$ cat src/core/i2csf_pkg.sv
/*
 * i2csf_pkg: register map, field layouts, reset values, sequencer states and
 * timing counts of the i2c controller status-flag block.
 * assumes a 20 MHz system clock and a 400 ns bus bit period.
 */
package i2csf_pkg;

  // ****************************************************************
  // register byte addresses
  // ****************************************************************
  localparam logic [7:0] ADDR_CTRL     = 8'h00;
  localparam logic [7:0] ADDR_STATUS   = 8'h04;
  localparam logic [7:0] ADDR_DATA     = 8'h08;
  localparam logic [7:0] ADDR_IRQ_STAT = 8'h0c;
  localparam logic [7:0] ADDR_IRQ_MASK = 8'h10;

  // ****************************************************************
  // timing
  // ****************************************************************
  localparam int CLK_PERIOD_NS  = 50;
  localparam int SCL_PERIOD_NS  = 400;
  // one bit is four quarters, each quarter a whole number of clocks
  localparam int QUARTER_CYCLES = SCL_PERIOD_NS / (4 * CLK_PERIOD_NS);
  localparam logic [3:0] QUARTER_LAST = 4'(QUARTER_CYCLES - 1);
  localparam logic [1:0] QTR_LAST     = 2'h3;
  localparam logic [2:0] BIT_LAST     = 3'h7;

  // ****************************************************************
  // field layouts and reset values
  // ****************************************************************
  localparam logic [4:0] TEN_BIT_PREFIX = 5'h1e;

  typedef struct packed {
    logic       controller_enable;
    logic       start;
    logic       stop;
    logic       nak_next;
    logic [3:0] rsvd;
  } i2csf_ctrl_type;

  typedef struct packed {
    logic tx_empty;
    logic rx_full;
    logic ack;
    logic ten_bit_address_flag;
    logic read_direction_flag;
    logic address_shift_active;
    logic data_shift_active;
    logic nack_interrupt_flag;
  } i2csf_status_type;

  localparam logic [7:0] CTRL_RESET     = 8'h00;
  localparam logic [7:0] TX_DATA_RESET  = 8'h00;
  localparam logic [2:0] IRQ_MASK_RESET = 3'h0;

  // interrupt status / mask bit positions
  localparam int IRQ_NACK = 0;
  localparam int IRQ_TXE  = 1;
  localparam int IRQ_RXF  = 2;

  localparam logic [1:0] RESP_OKAY   = 2'h0;
  localparam logic [1:0] RESP_SLVERR = 2'h2;

  typedef enum logic [2:0] {
    ST_IDLE,
    ST_START,
    ST_ADDR,
    ST_ADDR_ACK,
    ST_DATA,
    ST_DATA_ACK,
    ST_HOLD,
    ST_STOP
  } i2csf_state_type;

endpackage

$ cat src/core/i2csf_sync.sv
/*
 * i2csf_sync: two-flop synchronisers for the bus lines, plus a rise marker.
 * assumes the lines are asynchronous to i_clk; output bits lag by two clocks.
 */
`timescale 1ns/1ps
module i2csf_sync (
  input  wire logic       i_clk,
  input  wire logic       i_reset,
  input  wire logic [1:0] i_lines,
  output logic      [1:0] o_lines,
  output logic      [1:0] o_rise
);

  // ****************************************************************
  // per line synchroniser
  // ****************************************************************
  genvar g;
  generate
    for (g = 0; g < 2; g = g + 1) begin : g_line
      logic meta_q;
      logic sync_q;
      logic last_q;
      // idle bus lines float high
      always_ff @(posedge i_clk or posedge i_reset) begin
        if (i_reset) begin
          meta_q <= 1'b1;
          sync_q <= 1'b1;
          last_q <= 1'b1;
        end else begin
          meta_q <= i_lines[g];
          sync_q <= meta_q;
          last_q <= sync_q;
        end
      end
      assign o_lines[g] = sync_q;
      assign o_rise[g]  = sync_q & ~last_q;  // edge seen past the second flop only
    end
  endgenerate

endmodule

$ cat src/core/i2csf_top.sv
/*
 * i2csf_top: i2c master sequencer with its status flags, behind an AXI4-Lite
 * slave, with one level interrupt.
 * assumes open-drain bus lines resolved outside (oe high pulls the line low),
 * pull-ups on both lines, and a single 20 MHz clock.
 */
// Local design decisions: the AXI4-Lite interface to the registers and the placing of the registers.
`timescale 1ns/1ps
module i2csf_top (
  input  wire logic        i_clk,
  input  wire logic        i_reset,
  // axi4-lite slave
  input  wire logic        i_awvalid,
  output logic             o_awready,
  input  wire logic [7:0]  i_awaddr,
  input  wire logic        i_wvalid,
  output logic             o_wready,
  input  wire logic [31:0] i_wdata,
  input  wire logic [3:0]  i_wstrb,
  output logic             o_bvalid,
  input  wire logic        i_bready,
  output logic [1:0]       o_bresp,
  input  wire logic        i_arvalid,
  output logic             o_arready,
  input  wire logic [7:0]  i_araddr,
  output logic             o_rvalid,
  input  wire logic        i_rready,
  output logic [31:0]      o_rdata,
  output logic [1:0]       o_rresp,
  // i2c bus, open drain
  input  wire logic        i_scl,
  output logic             o_scl,
  output logic             o_scl_oe,
  input  wire logic        i_sda,
  output logic             o_sda,
  output logic             o_sda_oe,
  output logic             o_irq
);

  // ****************************************************************
  // declarations
  // ****************************************************************
  i2csf_pkg::i2csf_state_type state_q, state_d;
  i2csf_pkg::i2csf_ctrl_type  ctrl_q, ctrl_d, wr_ctrl_val;
  i2csf_pkg::i2csf_status_type status_w;
  logic [3:0]  div_q;
  logic [1:0]  qtr_q;
  logic [2:0]  bit_q;
  logic [7:0]  shift_q, shift_d, tx_data_q, rx_data_q;
  logic        tx_full_q, rx_full_q, ack_q, ten_bit_q, rd_q, nack_q;
  logic [2:1]  irq_stat_q;
  logic [2:0]  irq_mask_q, irq_view;
  logic        aw_held_q, w_held_q, bvalid_q, rvalid_q;
  logic [7:0]  awaddr_q;
  logic [31:0] wdata_q, rdata_q;
  logic [3:0]  wstrb_q;
  logic [1:0]  bresp_q, rresp_q;
  logic [1:0]  lines_s, rise_s;
  logic        scl_s, sda_s;

  // ****************************************************************
  // bus line synchronisers
  // ****************************************************************
  i2csf_sync u_sync (
    .i_clk   (i_clk),
    .i_reset (i_reset),
    .i_lines ({i_sda, i_scl}),
    .o_lines (lines_s),
    .o_rise  (rise_s)
  );
  assign scl_s = lines_s[0];
  assign sda_s = lines_s[1];

  // ****************************************************************
  // bit timing
  // ****************************************************************
  // released-scl quarters wait for the line to be seen high (stretching)
  logic scl_rel, sda_low, stretch, tick, bit_end;
  assign stretch = scl_rel && !scl_s && !rise_s[0] && (state_q != i2csf_pkg::ST_IDLE);
  assign tick    = (div_q == i2csf_pkg::QUARTER_LAST) && !stretch;
  assign bit_end = tick && (qtr_q == i2csf_pkg::QTR_LAST);

  // quarter divider, one enable pulse per quarter
  always_ff @(posedge i_clk or posedge i_reset) begin
    if (i_reset) begin
      div_q <= 4'h0;
      qtr_q <= 2'h0;
    end else if (tick) begin
      div_q <= 4'h0;
      qtr_q <= qtr_q + 2'h1;
    end else if (div_q != i2csf_pkg::QUARTER_LAST) begin
      div_q <= div_q + 4'h1;
    end
  end

  // ****************************************************************
  // line drive per state and quarter
  // ****************************************************************
  logic tx_bit, rx_dir_data;
  assign rx_dir_data = rd_q && (state_q == i2csf_pkg::ST_DATA);
  assign tx_bit      = (state_q == i2csf_pkg::ST_ADDR) || ((state_q == i2csf_pkg::ST_DATA) && !rd_q);
  always_comb begin
    scl_rel = 1'b1;
    sda_low = 1'b0;
    case (state_q)
      i2csf_pkg::ST_IDLE: begin
        scl_rel = 1'b1;
      end
      i2csf_pkg::ST_START: begin
        sda_low = qtr_q[1];                       // sda falls while scl high
      end
      i2csf_pkg::ST_STOP: begin
        scl_rel = (qtr_q != 2'h0);
        sda_low = (qtr_q != i2csf_pkg::QTR_LAST); // sda rises while scl high
      end
      i2csf_pkg::ST_HOLD: begin
        scl_rel = 1'b0;                           // bus paused with scl low
      end
      i2csf_pkg::ST_DATA_ACK: begin
        scl_rel = qtr_q[1];
        sda_low = rd_q && !ctrl_q.nak_next;       // our answer on a read
      end
      default: begin
        scl_rel = qtr_q[1];
        sda_low = tx_bit && !shift_q[7] && !rx_dir_data;
      end
    endcase
  end

  // open drain outputs, registered; sda trails scl by one clock so data never moves on an scl fall
  logic sda_low_q;
  always_ff @(posedge i_clk or posedge i_reset) begin
    if (i_reset) begin
      o_scl_oe  <= 1'b0;
      sda_low_q <= 1'b0;
      o_sda_oe  <= 1'b0;
    end else begin
      o_scl_oe  <= !scl_rel;
      sda_low_q <= sda_low;
      o_sda_oe  <= sda_low_q;
    end
  end
  assign o_scl = 1'b0;
  assign o_sda = 1'b0;

  // ****************************************************************
  // sequencer
  // ****************************************************************
  logic got_ack, nack_event, load_tx, start_done, stop_done, rx_store, nak_sent;
  logic go_stop, go_start, go_data;
  assign got_ack    = !sda_s;
  // a nack on a read is the one we send ourselves
  assign nak_sent   = (state_q == i2csf_pkg::ST_DATA_ACK) && rd_q && ctrl_q.nak_next;
  assign nack_event = bit_end && (((state_q == i2csf_pkg::ST_ADDR_ACK) && !got_ack) ||
                      ((state_q == i2csf_pkg::ST_DATA_ACK) && !rd_q && !got_ack) || nak_sent);
  assign go_stop    = ctrl_q.stop;
  assign go_start   = ctrl_q.start && tx_full_q;
  assign go_data    = !nack_q && ack_q && (rd_q ? !rx_full_q : tx_full_q);
  assign start_done = bit_end && (state_q == i2csf_pkg::ST_START);
  assign stop_done  = bit_end && (state_q == i2csf_pkg::ST_STOP);
  assign rx_store   = bit_end && rx_dir_data && (bit_q == i2csf_pkg::BIT_LAST);

  always_comb begin
    state_d = state_q;
    shift_d = shift_q;
    load_tx = 1'b0;
    if (bit_end) begin
      shift_d = {shift_q[6:0], sda_s};
      case (state_q)
        i2csf_pkg::ST_IDLE: begin
          if (ctrl_q.controller_enable && go_start) begin
            state_d = i2csf_pkg::ST_START;
            load_tx = 1'b1;
          end
        end
        i2csf_pkg::ST_START: begin
          state_d = i2csf_pkg::ST_ADDR;
          shift_d = shift_q;
        end
        i2csf_pkg::ST_ADDR: begin
          if (bit_q == i2csf_pkg::BIT_LAST) begin
            state_d = i2csf_pkg::ST_ADDR_ACK;
          end
        end
        i2csf_pkg::ST_DATA: begin
          if (bit_q == i2csf_pkg::BIT_LAST) begin
            state_d = i2csf_pkg::ST_DATA_ACK;
          end
        end
        i2csf_pkg::ST_ADDR_ACK, i2csf_pkg::ST_DATA_ACK: begin
          state_d = i2csf_pkg::ST_HOLD;
        end
        i2csf_pkg::ST_HOLD: begin
          if (go_stop) begin
            state_d = i2csf_pkg::ST_STOP;
          end else if (go_start) begin
            state_d = i2csf_pkg::ST_START;
            load_tx = 1'b1;
          end else if (go_data) begin
            state_d = i2csf_pkg::ST_DATA;
            load_tx = !rd_q;
          end
        end
        i2csf_pkg::ST_STOP: begin
          state_d = i2csf_pkg::ST_IDLE;
        end
        default: begin
          state_d = i2csf_pkg::ST_IDLE;
        end
      endcase
      if (load_tx) begin
        shift_d = tx_data_q;
      end
    end
    if (!ctrl_q.controller_enable) begin
      state_d = i2csf_pkg::ST_IDLE;
    end
  end

  // sequencer state and shift register
  always_ff @(posedge i_clk or posedge i_reset) begin
    if (i_reset) begin
      state_q <= i2csf_pkg::ST_IDLE;
      shift_q <= 8'h00;
      bit_q   <= 3'h0;
    end else begin
      state_q <= state_d;
      shift_q <= shift_d;
      bit_q   <= (state_d != state_q) ? 3'h0 : (bit_end ? bit_q + 3'h1 : bit_q);
    end
  end

  // ****************************************************************
  // status flags
  // ****************************************************************
  logic sw_sets_ss, wr_ctrl, wr_data, wr_stat, wr_mask, rd_data, data_taken;
  assign sw_sets_ss = wr_ctrl && (wr_ctrl_val.start || wr_ctrl_val.stop);
  assign data_taken = load_tx;

  always_ff @(posedge i_clk or posedge i_reset) begin
    if (i_reset) begin
      rd_q      <= 1'b0;
      ten_bit_q <= 1'b0;
      ack_q     <= 1'b0;
      nack_q    <= 1'b0;
    end else begin
      if (load_tx && (state_d == i2csf_pkg::ST_START)) begin
        rd_q <= shift_d[0];
      end
      if (load_tx && (state_d == i2csf_pkg::ST_START)) begin
        ten_bit_q <= (shift_d[7:3] == i2csf_pkg::TEN_BIT_PREFIX);
      end else if (bit_end && (state_q == i2csf_pkg::ST_ADDR_ACK)) begin
        ten_bit_q <= 1'b0;
      end
      if (!ctrl_q.controller_enable || nack_event) begin
        ack_q <= 1'b0;
      end else if (bit_end && ((state_q == i2csf_pkg::ST_ADDR_ACK) || (state_q == i2csf_pkg::ST_DATA_ACK))) begin
        ack_q <= 1'b1;
      end
      // nack only with start and stop idle
      if (nack_event && !ctrl_q.start && !ctrl_q.stop) begin
        nack_q <= 1'b1;
      // cleared by setting start or stop
      end else if (sw_sets_ss) begin
        nack_q <= 1'b0;
      end else if (stop_done) begin
        nack_q <= 1'b0;
      end
    end
  end

  assign status_w.address_shift_active = (state_q == i2csf_pkg::ST_ADDR);
  assign status_w.data_shift_active    = (state_q == i2csf_pkg::ST_DATA);
  assign status_w.tx_empty             = !tx_full_q;
  assign status_w.rx_full              = rx_full_q;
  assign status_w.ack                  = ack_q;
  assign status_w.ten_bit_address_flag = ten_bit_q;
  assign status_w.read_direction_flag  = rd_q;
  assign status_w.nack_interrupt_flag  = nack_q;

  // ****************************************************************
  // control, data and interrupt registers
  // ****************************************************************
  assign wr_ctrl_val = i2csf_pkg::i2csf_ctrl_type'(wdata_q[7:0]);
  always_comb begin
    ctrl_d = ctrl_q;
    if (start_done) begin
      ctrl_d.start = 1'b0;
    end
    if (stop_done) begin
      ctrl_d.stop = 1'b0;
    end
    if (bit_end && nak_sent) begin
      ctrl_d.nak_next = 1'b0;
    end
    if (wr_ctrl) begin
      ctrl_d      = wr_ctrl_val;
      ctrl_d.rsvd = 4'h0;
    end
  end

  assign irq_view = {irq_stat_q, nack_q};
  always_ff @(posedge i_clk or posedge i_reset) begin
    if (i_reset) begin
      ctrl_q     <= i2csf_pkg::i2csf_ctrl_type'(i2csf_pkg::CTRL_RESET);
      tx_data_q  <= i2csf_pkg::TX_DATA_RESET;
      tx_full_q  <= 1'b0;
      rx_data_q  <= 8'h00;
      rx_full_q  <= 1'b0;
      irq_stat_q <= 2'h0;
      irq_mask_q <= i2csf_pkg::IRQ_MASK_RESET;
      o_irq      <= 1'b0;
    end else begin
      ctrl_q    <= ctrl_d;
      tx_data_q <= wr_data ? wdata_q[7:0] : tx_data_q;
      tx_full_q <= wr_data || (tx_full_q && !data_taken);
      rx_data_q <= rx_store ? shift_d : rx_data_q;
      // set wins over the clear by a data read
      rx_full_q <= rx_store || (rx_full_q && !rd_data);
      irq_stat_q[i2csf_pkg::IRQ_TXE] <= data_taken ||
        (irq_stat_q[i2csf_pkg::IRQ_TXE] && !(wr_stat && wdata_q[i2csf_pkg::IRQ_TXE]));
      irq_stat_q[i2csf_pkg::IRQ_RXF] <= rx_store ||
        (irq_stat_q[i2csf_pkg::IRQ_RXF] && !(wr_stat && wdata_q[i2csf_pkg::IRQ_RXF]));
      irq_mask_q <= wr_mask ? wdata_q[2:0] : irq_mask_q;
      o_irq      <= |(irq_view & irq_mask_q);
    end
  end

  // ****************************************************************
  // axi4-lite slave
  // ****************************************************************
  logic wr_fire, wr_hit, rd_fire, rd_hit, aw_hs, w_hs;
  assign o_awready = !aw_held_q && !bvalid_q;
  assign o_wready  = !w_held_q && !bvalid_q;
  assign aw_hs     = i_awvalid && o_awready;
  assign w_hs      = i_wvalid && o_wready;
  assign wr_fire   = aw_held_q && w_held_q && !bvalid_q;
  assign wr_hit    = (awaddr_q == i2csf_pkg::ADDR_CTRL) || (awaddr_q == i2csf_pkg::ADDR_STATUS) ||
                     (awaddr_q == i2csf_pkg::ADDR_DATA) || (awaddr_q == i2csf_pkg::ADDR_IRQ_STAT) ||
                     (awaddr_q == i2csf_pkg::ADDR_IRQ_MASK);
  assign wr_ctrl   = wr_fire && wstrb_q[0] && (awaddr_q == i2csf_pkg::ADDR_CTRL);
  assign wr_data   = wr_fire && wstrb_q[0] && (awaddr_q == i2csf_pkg::ADDR_DATA);
  assign wr_stat   = wr_fire && wstrb_q[0] && (awaddr_q == i2csf_pkg::ADDR_IRQ_STAT);
  assign wr_mask   = wr_fire && wstrb_q[0] && (awaddr_q == i2csf_pkg::ADDR_IRQ_MASK);
  assign o_arready = !rvalid_q;
  assign rd_fire   = i_arvalid && o_arready;
  assign rd_data   = rd_fire && (i_araddr == i2csf_pkg::ADDR_DATA);
  assign rd_hit    = (i_araddr == i2csf_pkg::ADDR_CTRL) || (i_araddr == i2csf_pkg::ADDR_STATUS) ||
                     (i_araddr == i2csf_pkg::ADDR_DATA) || (i_araddr == i2csf_pkg::ADDR_IRQ_STAT) ||
                     (i_araddr == i2csf_pkg::ADDR_IRQ_MASK);

  // read data select
  logic [7:0] rd_byte;
  always_comb begin
    rd_byte = 8'h00;
    case (i_araddr)
      i2csf_pkg::ADDR_CTRL:     rd_byte = ctrl_q;
      i2csf_pkg::ADDR_STATUS:   rd_byte = status_w;
      i2csf_pkg::ADDR_DATA:     rd_byte = rx_data_q;
      i2csf_pkg::ADDR_IRQ_STAT: rd_byte = {5'h00, irq_view};
      i2csf_pkg::ADDR_IRQ_MASK: rd_byte = {5'h00, irq_mask_q};
      default:                  rd_byte = 8'h00;
    endcase
  end

  // write address/data capture in either order, then one response
  always_ff @(posedge i_clk or posedge i_reset) begin
    if (i_reset) begin
      aw_held_q <= 1'b0;
      w_held_q  <= 1'b0;
      awaddr_q  <= 8'h00;
      wdata_q   <= 32'h00000000;
      wstrb_q   <= 4'h0;
      bvalid_q  <= 1'b0;
      bresp_q   <= i2csf_pkg::RESP_OKAY;
    end else begin
      aw_held_q <= aw_hs || (aw_held_q && !wr_fire);
      w_held_q  <= w_hs || (w_held_q && !wr_fire);
      awaddr_q  <= aw_hs ? {i_awaddr[7:2], 2'h0} : awaddr_q;
      wdata_q   <= w_hs ? i_wdata : wdata_q;
      wstrb_q   <= w_hs ? i_wstrb : wstrb_q;
      bvalid_q  <= wr_fire || (bvalid_q && !i_bready);
      bresp_q   <= wr_fire ? (wr_hit ? i2csf_pkg::RESP_OKAY : i2csf_pkg::RESP_SLVERR) : bresp_q;
    end
  end

  // read answer one edge after the address is taken
  always_ff @(posedge i_clk or posedge i_reset) begin
    if (i_reset) begin
      rvalid_q <= 1'b0;
      rdata_q  <= 32'h00000000;
      rresp_q  <= i2csf_pkg::RESP_OKAY;
    end else begin
      rvalid_q <= rd_fire || (rvalid_q && !i_rready);
      rdata_q  <= rd_fire ? {24'h000000, rd_byte} : rdata_q;
      rresp_q  <= rd_fire ? (rd_hit ? i2csf_pkg::RESP_OKAY : i2csf_pkg::RESP_SLVERR) : rresp_q;
    end
  end

  assign o_bvalid = bvalid_q;
  assign o_bresp  = bresp_q;
  assign o_rvalid = rvalid_q;
  assign o_rdata  = rdata_q;
  assign o_rresp  = rresp_q;

endmodule

$ cat config.mk
export PLATFORM = sky130hd
export DESIGN_NAME = i2csf_top
export DESIGN_NICKNAME = d
export VERILOG_FILES = /design/src/core/i2csf_pkg.sv /design/src/core/i2csf_sync.sv /design/src/core/i2csf_top.sv
export SDC_FILE = /design/constraint.sdc
export NUM_CORES = 1
export LEC_CHECK = 0
export BUFFER_PORTS_ARGS = -buffer_cell sky130_fd_sc_hd__buf_4
export CAP_MARGIN = 20
export CORE_UTILIZATION = 50
export CTS_CLUSTER_SIZE = 8
export DETAILED_ROUTE_END_ITERATION = 10
export HOLD_SLACK_MARGIN = 0.1
export PLACE_DENSITY = 0.87
export SETUP_SLACK_MARGIN = 0.5
export SLEW_MARGIN = 20
export SYNTH_ARGS = -nofsm -noshare
export SYNTH_HDL_FRONTEND = slang
export SYNTH_HIERARCHICAL = 1
export SYNTH_SLANG_ARGS = --single-unit
$ cat constraint.sdc
create_clock -name i_clk -period 3.1 [get_ports i_clk]
set_input_delay 0.465 -clock i_clk [delete_from_list [all_inputs] [get_ports i_clk]]
set_output_delay 0.465 -clock i_clk [all_outputs]
set_load 0.005 [all_outputs]
# Yosys cells after proc, flatten, opt, wreduce, memory -nomap -nowiden
# Cells that the tools add are included.
dict set report totals {
  register_bits 91
  in_bits 61
  out_inout_bits 46
  wordCells 224
}
dict set report op_classes {
  n_addsub 3
  eq_ne 23
  mux 39
  n_bitwise 3
  reduce_logical 118
}
# cell count
set op_table {}
lappend op_table {{1-bit logical AND} 54}
lappend op_table {{8-bit one-hot mux with 5 select lines} 1}
lappend op_table {{3-bit 2-to-1 mux} 10}
lappend op_table {{1-bit logical NOT} 25}
lappend op_table {{8-bit 2-to-1 mux} 3}
lappend op_table {{1-bit logical OR} 22}
lappend op_table {{3-bit one-hot mux with 7 select lines} 1}
lappend op_table {{8-bit by 4-bit == test with 1-bit output, second input constant} 2}
lappend op_table {{8-bit logical NOT} 2}
lappend op_table {{1-bit 2-to-1 mux} 16}
lappend op_table {{2-bit nonzero test} 8}
lappend op_table {{3-bit == test, second input constant} 5}
lappend op_table {{6-bit by 2-bit == test with 1-bit output, second input constant} 2}
lappend op_table {{8-bit by 3-bit == test with 1-bit output, second input constant} 1}
lappend op_table {{8-bit by 5-bit == test with 1-bit output, second input constant} 1}
lappend op_table {{4-bit 2-to-1 mux} 2}
lappend op_table {{7-bit 2-to-1 mux} 1}
lappend op_table {{3-bit by 1-bit == test with 1-bit output, second input constant} 2}
lappend op_table {{3-bit by 2-bit == test with 1-bit output, second input constant} 2}
lappend op_table {{6-bit by 1-bit == test with 1-bit output, second input constant} 1}
lappend op_table {{6-bit by 3-bit == test with 1-bit output, second input constant} 1}
lappend op_table {{3-bit nonzero test} 2}
lappend op_table {{2-bit OR reduction} 3}
lappend op_table {{5-bit == test, second input constant} 1}
lappend op_table {{17 further kinds} 18}

# Logic depth before layout (Yosys ltp)
# Gate-level depths: netlist of run 1.
dict set report depth {
  ltp_word 14
  depth_mapped 10
  depth_no_buf 8
}

# Hierarchy
# Netlist of run 1, hierarchy kept.
# mod instances cells_each area_per_inst_um2 seq_area_each_um2
set by_module_without_submodules {}
lappend by_module_without_submodules {i2csf_top 1 418 4317.9 2102.0}
lappend by_module_without_submodules {i2csf_sync 1 11 203.9 157.7}

# Least setup slack after synthesis of run 1
# No wires, ideal clock.
dict set report synth_timing {
  kind {input to register}
  from {in i_araddr[0]}
  to {reg rdata_q[3], in the netlist o_rdata[3]}
  setup_ns 0.069
  arrival_ns 1.982
  required_time_ns 3.031
  slack_ns 1.049
  path_stages 5
  n_path_buf 0
  cell_sequence {or4_1 -> nor3_2 -> nand2_1 -> or4b_1 -> nand3_1}
}
dict set report synth_between {
  elab_chain_cells 2
  elab_cells_between_ends 6
  classes_between {eq/ne (4); mux (1); reduce/logical (1)}
}
# item line_no
set synth_lines {}
lappend synth_lines {{start: declaration} i2csf_top.sv:25} ;# input wire logic [7:0] i_araddr,
lappend synth_lines {{8-bit by 5-bit == test with 1-bit output (tied with other cells)} i2csf_top.sv:356} ;# case (i_araddr)
lappend synth_lines {{8-bit one-hot mux with 5 select lines *} i2csf_top.sv:356}
lappend synth_lines {{end signal: assignment} i2csf_top.sv:395} ;# rdata_q <= rd_fire ? {24'h000000, rd_byte} : rdata_q;
lappend synth_lines {{end: declaration} i2csf_top.sv:55} ;# logic [31:0] wdata_q, rdata_q;
# Mark *: on every way between the ends. The rest lies on a longest branch, timed or not.
# A chain may end at the register's enable or synchronous reset.

# Worst setup path in the final report of run 1
dict set report layout_timing {
  from {reg state_q[1]}
  to {reg rx_data_q[4]}
}
dict set report layout_between {
  elab_cells_between_ends 22
  classes_between {eq/ne (4); mux (6); reduce/logical (12)}
}
# item line_no
set layout_lines {}
lappend layout_lines {{start: declaration} i2csf_top.sv:43} ;# i2csf_pkg::i2csf_state_type state_q, state_d;
lappend layout_lines {{start signal: assignment} i2csf_top.sv:223} ;# state_q <= i2csf_pkg::ST_IDLE;
lappend layout_lines {{start signal: assignment} i2csf_top.sv:227} ;# state_q <= state_d;
lappend layout_lines {{3-bit by 1-bit == test with 1-bit output / 3-bit logical NOT (equally long branches)} {i2csf_top.sv:105, i2csf_top.sv:169}}
lappend layout_lines {{2-bit OR reduction (no source line)} n/a}
lappend layout_lines {{1-bit one-hot mux with 3 select lines} i2csf_top.sv:105} ;# case (state_q)
lappend layout_lines {{1-bit logical AND (3 in a row)} i2csf_top.sv:79} ;# assign stretch = scl_rel && !scl_s && !rise_s[0] && (state_q != i2csf_pkg::ST_IDLE);
lappend layout_lines {{1-bit logical NOT} i2csf_top.sv:80} ;# assign tick = (div_q == i2csf_pkg::QUARTER_LAST) && !stretch;
lappend layout_lines {{1-bit logical AND} i2csf_top.sv:80}
lappend layout_lines {{1-bit logical AND} i2csf_top.sv:81} ;# assign bit_end = tick && (qtr_q == i2csf_pkg::QTR_LAST);
lappend layout_lines {{8-bit 2-to-1 mux *} i2csf_top.sv:167} ;# if (bit_end) begin
lappend layout_lines {{net shift_d[4]} i2csf_top.sv:49} ;# logic [7:0] shift_q, shift_d, tx_data_q, rx_data_q;
lappend layout_lines {{end signal: assignment} i2csf_top.sv:317} ;# rx_data_q <= rx_store ? shift_d : rx_data_q;
lappend layout_lines {{end: declaration} i2csf_top.sv:49}
# Mark *: on every way through the listed nets, which the timed path passes. The rest lies on a longest branch. The select of a mux whose other input is x is not followed.

==> impl_metrics.toml, run 1 <==
[placement]
io_buffers = 49
hpwl_mm = 6.40
place_congestion = 0.908

[power_and_ir_drop]
ir_drop_mv = 0.445
p_leak_nw = 2.37
finalPower_w = 0.00304
power_density_nw_per_um2 = 597

[drt]
drt_first_pass_iters = 5
drt.antenna.violating_nets = 0
via_per_inst = 5.58
wl_per_cell_um = 15.5
routed_wl_mm = 9.10
num_vias = 3274
drc_errors = 0
drt-initial-drc-count = 349

[setup_path]
reg2reg_depth = 7
critPathLaunch = "state_q[1]$_DFF_PP0_"
crit_type = "flip-flop to flip-flop"
crit_end = "rx_data_q[4]$_DFFE_PP0P_"
path_max_fanout = 12
cp-end-kind = "flip-flop"
r2r-start = "state_q[1]$_DFF_PP0_"
r2r_slack_ns = 0.69
critical_path.reg2reg.endpoint = "rx_data_q[4]$_DFFE_PP0P_"
startpoint_type = "flip-flop"
cp.required_ns = 3.36
cp.arrival_ns = 2.67

[synth]
synth_warnings = 6
synth_cells = 427
synth_area_um2 = 4480
synth.avg_cell_area_um2 = 10.5

[sta]
skew_ns = 0.0126
worst_pin_slew_ns = 0.785
setup_viol = 0
timing.final.crit_share_pct = 77.7
drv_slew = 0
rsz0062_at_grt = "no"
relSlewSlack_pct = 47.5
hold_viol = 0
period_needed_ns = 2.41
fmax_mhz = 415
setup_tns_ns = 0

[hold_path]
hp-class = "primary input to flip-flop"

[layout]
fill_cells = 714
synthToLayoutAreaGrowth_pct = 13.6
diodes = 0
layout_common_cells = "dfrtp_1, buf_4, nand2_1, mux2_2, o21ai_0"
drive_above_1_share_pct = 27.6
final_common_cell = "dfrtp_1"
layout.nets = 541

[clocking]
clock_path_buffers = 2
cts_tree = "yes"
clk_pin_slew_ns = 0.09
clk_latency_ns = 0.37
cts_root_buf = "clkbuf_8"
cts_buffers = 9
htreeDepth = 3
clkSinkCount = 89

[global_route]
grt.overflow.total = 0
grtUsageTotal_pct = 20.4
antenna_found_initial = 0
grt_max_degree = 52
grt_pass1_vias = 3177
grt_pass1_wl_mm = 15.4

[floorplanning]
die_h_um = 96.7
rows = 34
design.core.area_um2 = 8680
dieArea_um2 = 9350
io_pins = 107
die_width_um = 96.7
initial_core_util_pct = 51.6

[status]
status = "complete, no violations"

[run]
max-cap-violations = 0
critical path, stage by stage, from the launching register on:
cell and delay (ns):
dfrtp_1 0.56, nor3_2 0.34, nand4_1 0.26, a21oi_4 0.34
buf_12 0.16, mux2i_1 0.20, o22ai_1 0.16, mux2_2 0.29
state kept, by name (all words and copies together) (netlist names), 2 cells and up:
| register | flops |
|---|---|
| awaddr_q | 6 |
| bit_q | 3 |
| ctrl_q | 3 |
| div_q | 4 |
| irq_mask_q | 3 |
| irq_stat_q | 2 |
| o_rdata | 8 |
| qtr_q | 2 |
| rx_data_q | 8 |
| shift_q | 8 |
| state_q | 3 |
| tx_data_q | 8 |
| u_sync/g_line.meta_q | 2 |
| u_sync/g_line.sync_q | 2 |
| wdata_q | 8 |
worst min-delay path by stage:
stage / startpoint / endpoint / cells past startpoint
global route: i_scl / u_sync/g_line[0].meta_q$_DFF_PP1_ / 1
detailed placement: u_sync/g_line[1].meta_q$_DFF_PP1_ / u_sync/g_line[1].sync_q$_DFF_PP1_ / 0
global placement: sda_low_q$_DFF_PP0_ / o_sda_oe$_DFF_PP0_ / 0
floorplan: sda_low_q$_DFF_PP0_ / o_sda_oe$_DFF_PP0_ / 0
CTS: i_scl / u_sync/g_line[0].meta_q$_DFF_PP1_ / 1
finish: i_scl / u_sync/g_line[0].meta_q$_DFF_PP1_ / 1
timing repair:
item,CTS,global route
endpoints found under the setup margin,0,9
endpoints found under the hold margin,0,0
resized for setup,0,3
buffers inserted,0,3
hold buffers,0,0
area by class of cell:
cell class / count / area (um2) / area share [%]
Sequential cell: 89 / 2230 / 43.9
Multi-Input combinational cell: 303 / 1980 / 38.9
Timing Repair Buffer: 56 / 445 / 8.75
Clock buffer: 11 / 151 / 2.97
Tap cell: 108 / 135 / 2.65
Clock inverter: 5 / 86.3 / 1.70
Inverter: 15 / 60.1 / 1.18
report_power, final:
group	switching (W)	internal, W
clock	0.000417	0.000504
sequential	0.000230	0.00138
combinational	0.000215	0.000291
metrics by stage:
stage	utilization [%]	area [um2]	setup WS (ns)	instances	hold WS, ns
final	58.7	5090	0.691	587	0.201
after global routing	58.7	5090	0.524	587	0.192
after CTS	58.2	5050	0.555	584	0.191
after detailed placement	55.5	4810	0.601	568	0.350
after global placement	55.5	4810	0.653	568	0.334
after floorplan	-	4590	1.05	454	0.331
per-layer routing:
layer,vias to the layer above,track usage [%],wire (um)
met5,-,0,0
met1,1585,28.0,4010
met2,148,32.1,4350
met3,19,4.19,553
met4,0,7.46,191
li1,1522,-,-
Note: power is estimated with default switching activity, not from simulation.
==> inputs of run 2 (changes only) <==
--- a/config.mk
+++ b/config.mk
@@ -5,6 +5,7 @@
 export SDC_FILE = /design/constraint.sdc
 export NUM_CORES = 1
 export LEC_CHECK = 0
+export ABC_AREA = 1
 export BUFFER_PORTS_ARGS = -buffer_cell sky130_fd_sc_hd__buf_4
 export CAP_MARGIN = 20
 export CORE_UTILIZATION = 50
==> constraint.sdc (replaced) <==
create_clock -name i_clk -period 2.4 [get_ports i_clk]
set_input_delay 0.36 -clock i_clk [delete_from_list [all_inputs] [get_ports i_clk]]
set_output_delay 0.36 -clock i_clk [all_outputs]
set_load 0.005 [all_outputs]
==> impl_metrics.toml, run 2 <==
[status]
status = "complete, no violations"

[floorplanning]
initial_core_util_pct = 51.9
rows = 34
die_width_um = 97.1
design.core.area_um2 = 8720
dieArea_um2 = 9440
io_pins = 107
die_h_um = 97.1

[run]
max-cap-violations = 0

[power_and_ir_drop]
ir_drop_mv = 0.568
p_leak_nw = 2.76
power_density_nw_per_um2 = 671

[sta]
setup_viol = 0
timing.final.crit_share_pct = 81.5
rsz0062_at_grt = "yes"
fmax_mhz = 512
hold_viol = 0
drv_slew = 0
period_needed_ns = 1.96
worst_pin_slew_ns = 0.520
setup_tns_ns = 0
relSlewSlack_pct = 65.3
skew_ns = 0.0187

[setup_path]
r2r-start = "state_q[1]$_DFF_PP0_"
startpoint_type = "flip-flop"
cp.required_ns = 2.66
critPathLaunch = "state_q[1]$_DFF_PP0_"
crit_type = "flip-flop to flip-flop"
cp.arrival_ns = 2.22
path_max_fanout = 8
cp-end-kind = "flip-flop"

[global_route]
grt_max_degree = 65
grt_pass1_wl_mm = 17.3
grtUsageTotal_pct = 22.8
antenna_found_initial = 0
grt_pass1_vias = 3687
grt.overflow.total = 0

[layout]
multi_input_area_um2 = 1940
layout_common_cells = "nand2_1, dfrtp_1, buf_4, inv_1, o21ai_0"
final_common_cell = "nand2_1"
drive_above_1_share_pct = 25.0
final_util_pct = 62.2
design_area_um2 = 5430
seqCellArea_um2 = 2240
fill_cells = 707
layout.nets = 687
diodes = 0
synthToLayoutAreaGrowth_pct = 19.9

[drt]
drc_errors = 0
drt.antenna.violating_nets = 0
num_vias = 3893
wl_per_cell_um = 14.4
drt-initial-drc-count = 431
routed_wl_mm = 10.5
drt_first_pass_iters = 5
via_per_inst = 5.31

[placement]
place_congestion = 0.912
hpwl_mm = 7.03
placed_area_um2 = 4890
io_buffers = 49

[clocking]
clkSinkCount = 89
clk_pin_slew_ns = 0.10
clock_path_buffers = 2
cts_tree = "yes"
cts_root_buf = "clkbuf_8"
clk_latency_ns = 0.37
htreeDepth = 3
cts_buffers = 9

[synth]
synth_warnings = 6
synth_cells = 542
synth.avg_cell_area_um2 = 8.35
synth_area_um2 = 4530

[hold_path]
hold_start = "i_bready"
hp-class = "primary input to flip-flop"
[run 2: cell count changes in the layout (fill, tap and decap cells not counted), moves of 6 or more]
| cell | delta |
|---|---|
| o21ai_0 | +12 |
| nor2_2 | +6 |
| buf_4 | +15 |
| mux2_2 | -28 |
| nor2b_1 | -7 |
| nand2_2 | +8 |
| inv_1 | +45 |
| nand3_1 | +10 |
| and2_1 | -6 |
| nand2_1 | +98 |
| mux2i_1 | -10 |
| nor2_4 | +6 |
[run 2: report_power, final]
group / internal [W] / switching, W
combinational: 0.000272 / 0.000387
clock: 0.000519 / 0.000553
sequential: 0.00174 / 0.000165
total: 0.00254 / 0.00110
[run 2: per-stage QoR]
stage	setup slack [ns]	hold WS [ns]	cells	total power [W]
after floorplan	0.652	0.331	569	0.00235
after global placement	0.254	0.335	692	0.00253
after detailed placement	0.151	0.336	692	0.00258
after CTS	0.481	0.165	725	0.00365
after global routing	0.282	0.154	733	0.00385
final	0.445	0.159	733	0.00364
[run 2: final timing paths]
path / endpoint / slack [ns] / cells past startpoint
max: ten_bit_q$_DFFE_PP0P_ / 0.44 / 14
min reg2reg: o_sda_oe$_DFF_PP0_ / 0.35 / 0
max reg2reg: ten_bit_q$_DFFE_PP0P_ / 0.44 / 14
max in group asynchronous: o_sda_oe$_DFF_PP0_ / 1.14 / 4
min: o_bvalid$_DFF_PP0_ / 0.16 / 2
min in group asynchronous: wdata_q[5]$_DFFE_PP0P_ / 0.59 / 3
[run 2: metal layers]
metal	share of wire, %	wire length, um	global-route usage, %	vias up
li1	-	-	-	1827
met1	43	4510	30.4	1824
met2	47	4930	36.8	198
met3	6.8	713	4.53	44
met4	3.6	379	9.07	0
met5	0	0	0	-
[run 2: final cells by class]
type | count | share of cell area, %
multi-input cells | 372 | 35.8
well taps | 108 | 2.49
repair buffers | 78 | 11.5
clock inverters | 5 | 1.18
flip-flops and latches | 89 | 41.2
clock buffers | 11 | 2.61
inverters | 70 | 5.21
[run 2: critical path: stages, from the launching register on]
cell,delay (ns)
dfrtp_2,0.48
nand2_1,0.16
nor2_4,0.06
nand2_1,0.08
nand2_2,0.07
nand2_2,0.08
nand3_4,0.17
buf_6,0.19
nor2_4,0.08
nand2_2,0.07
buf_4,0.15
nand3_4,0.09
nor2_1,0.06
nand2_1,0.06
nand2_1,0.04
[run 2: timing repair]
| item | 4_1_cts | 5_1_grt |
|---|---|---|
| pin swaps | 10 | 9 |
| hold buffers | 3 | 0 |
| endpoints found under the hold margin | 22 | 0 |
| endpoints found under the setup margin | 29 | 20 |
| gates resized for setup | 21 | 21 |
| buffers inserted | 14 | 7 |
| gates cloned | 0 | 1 |
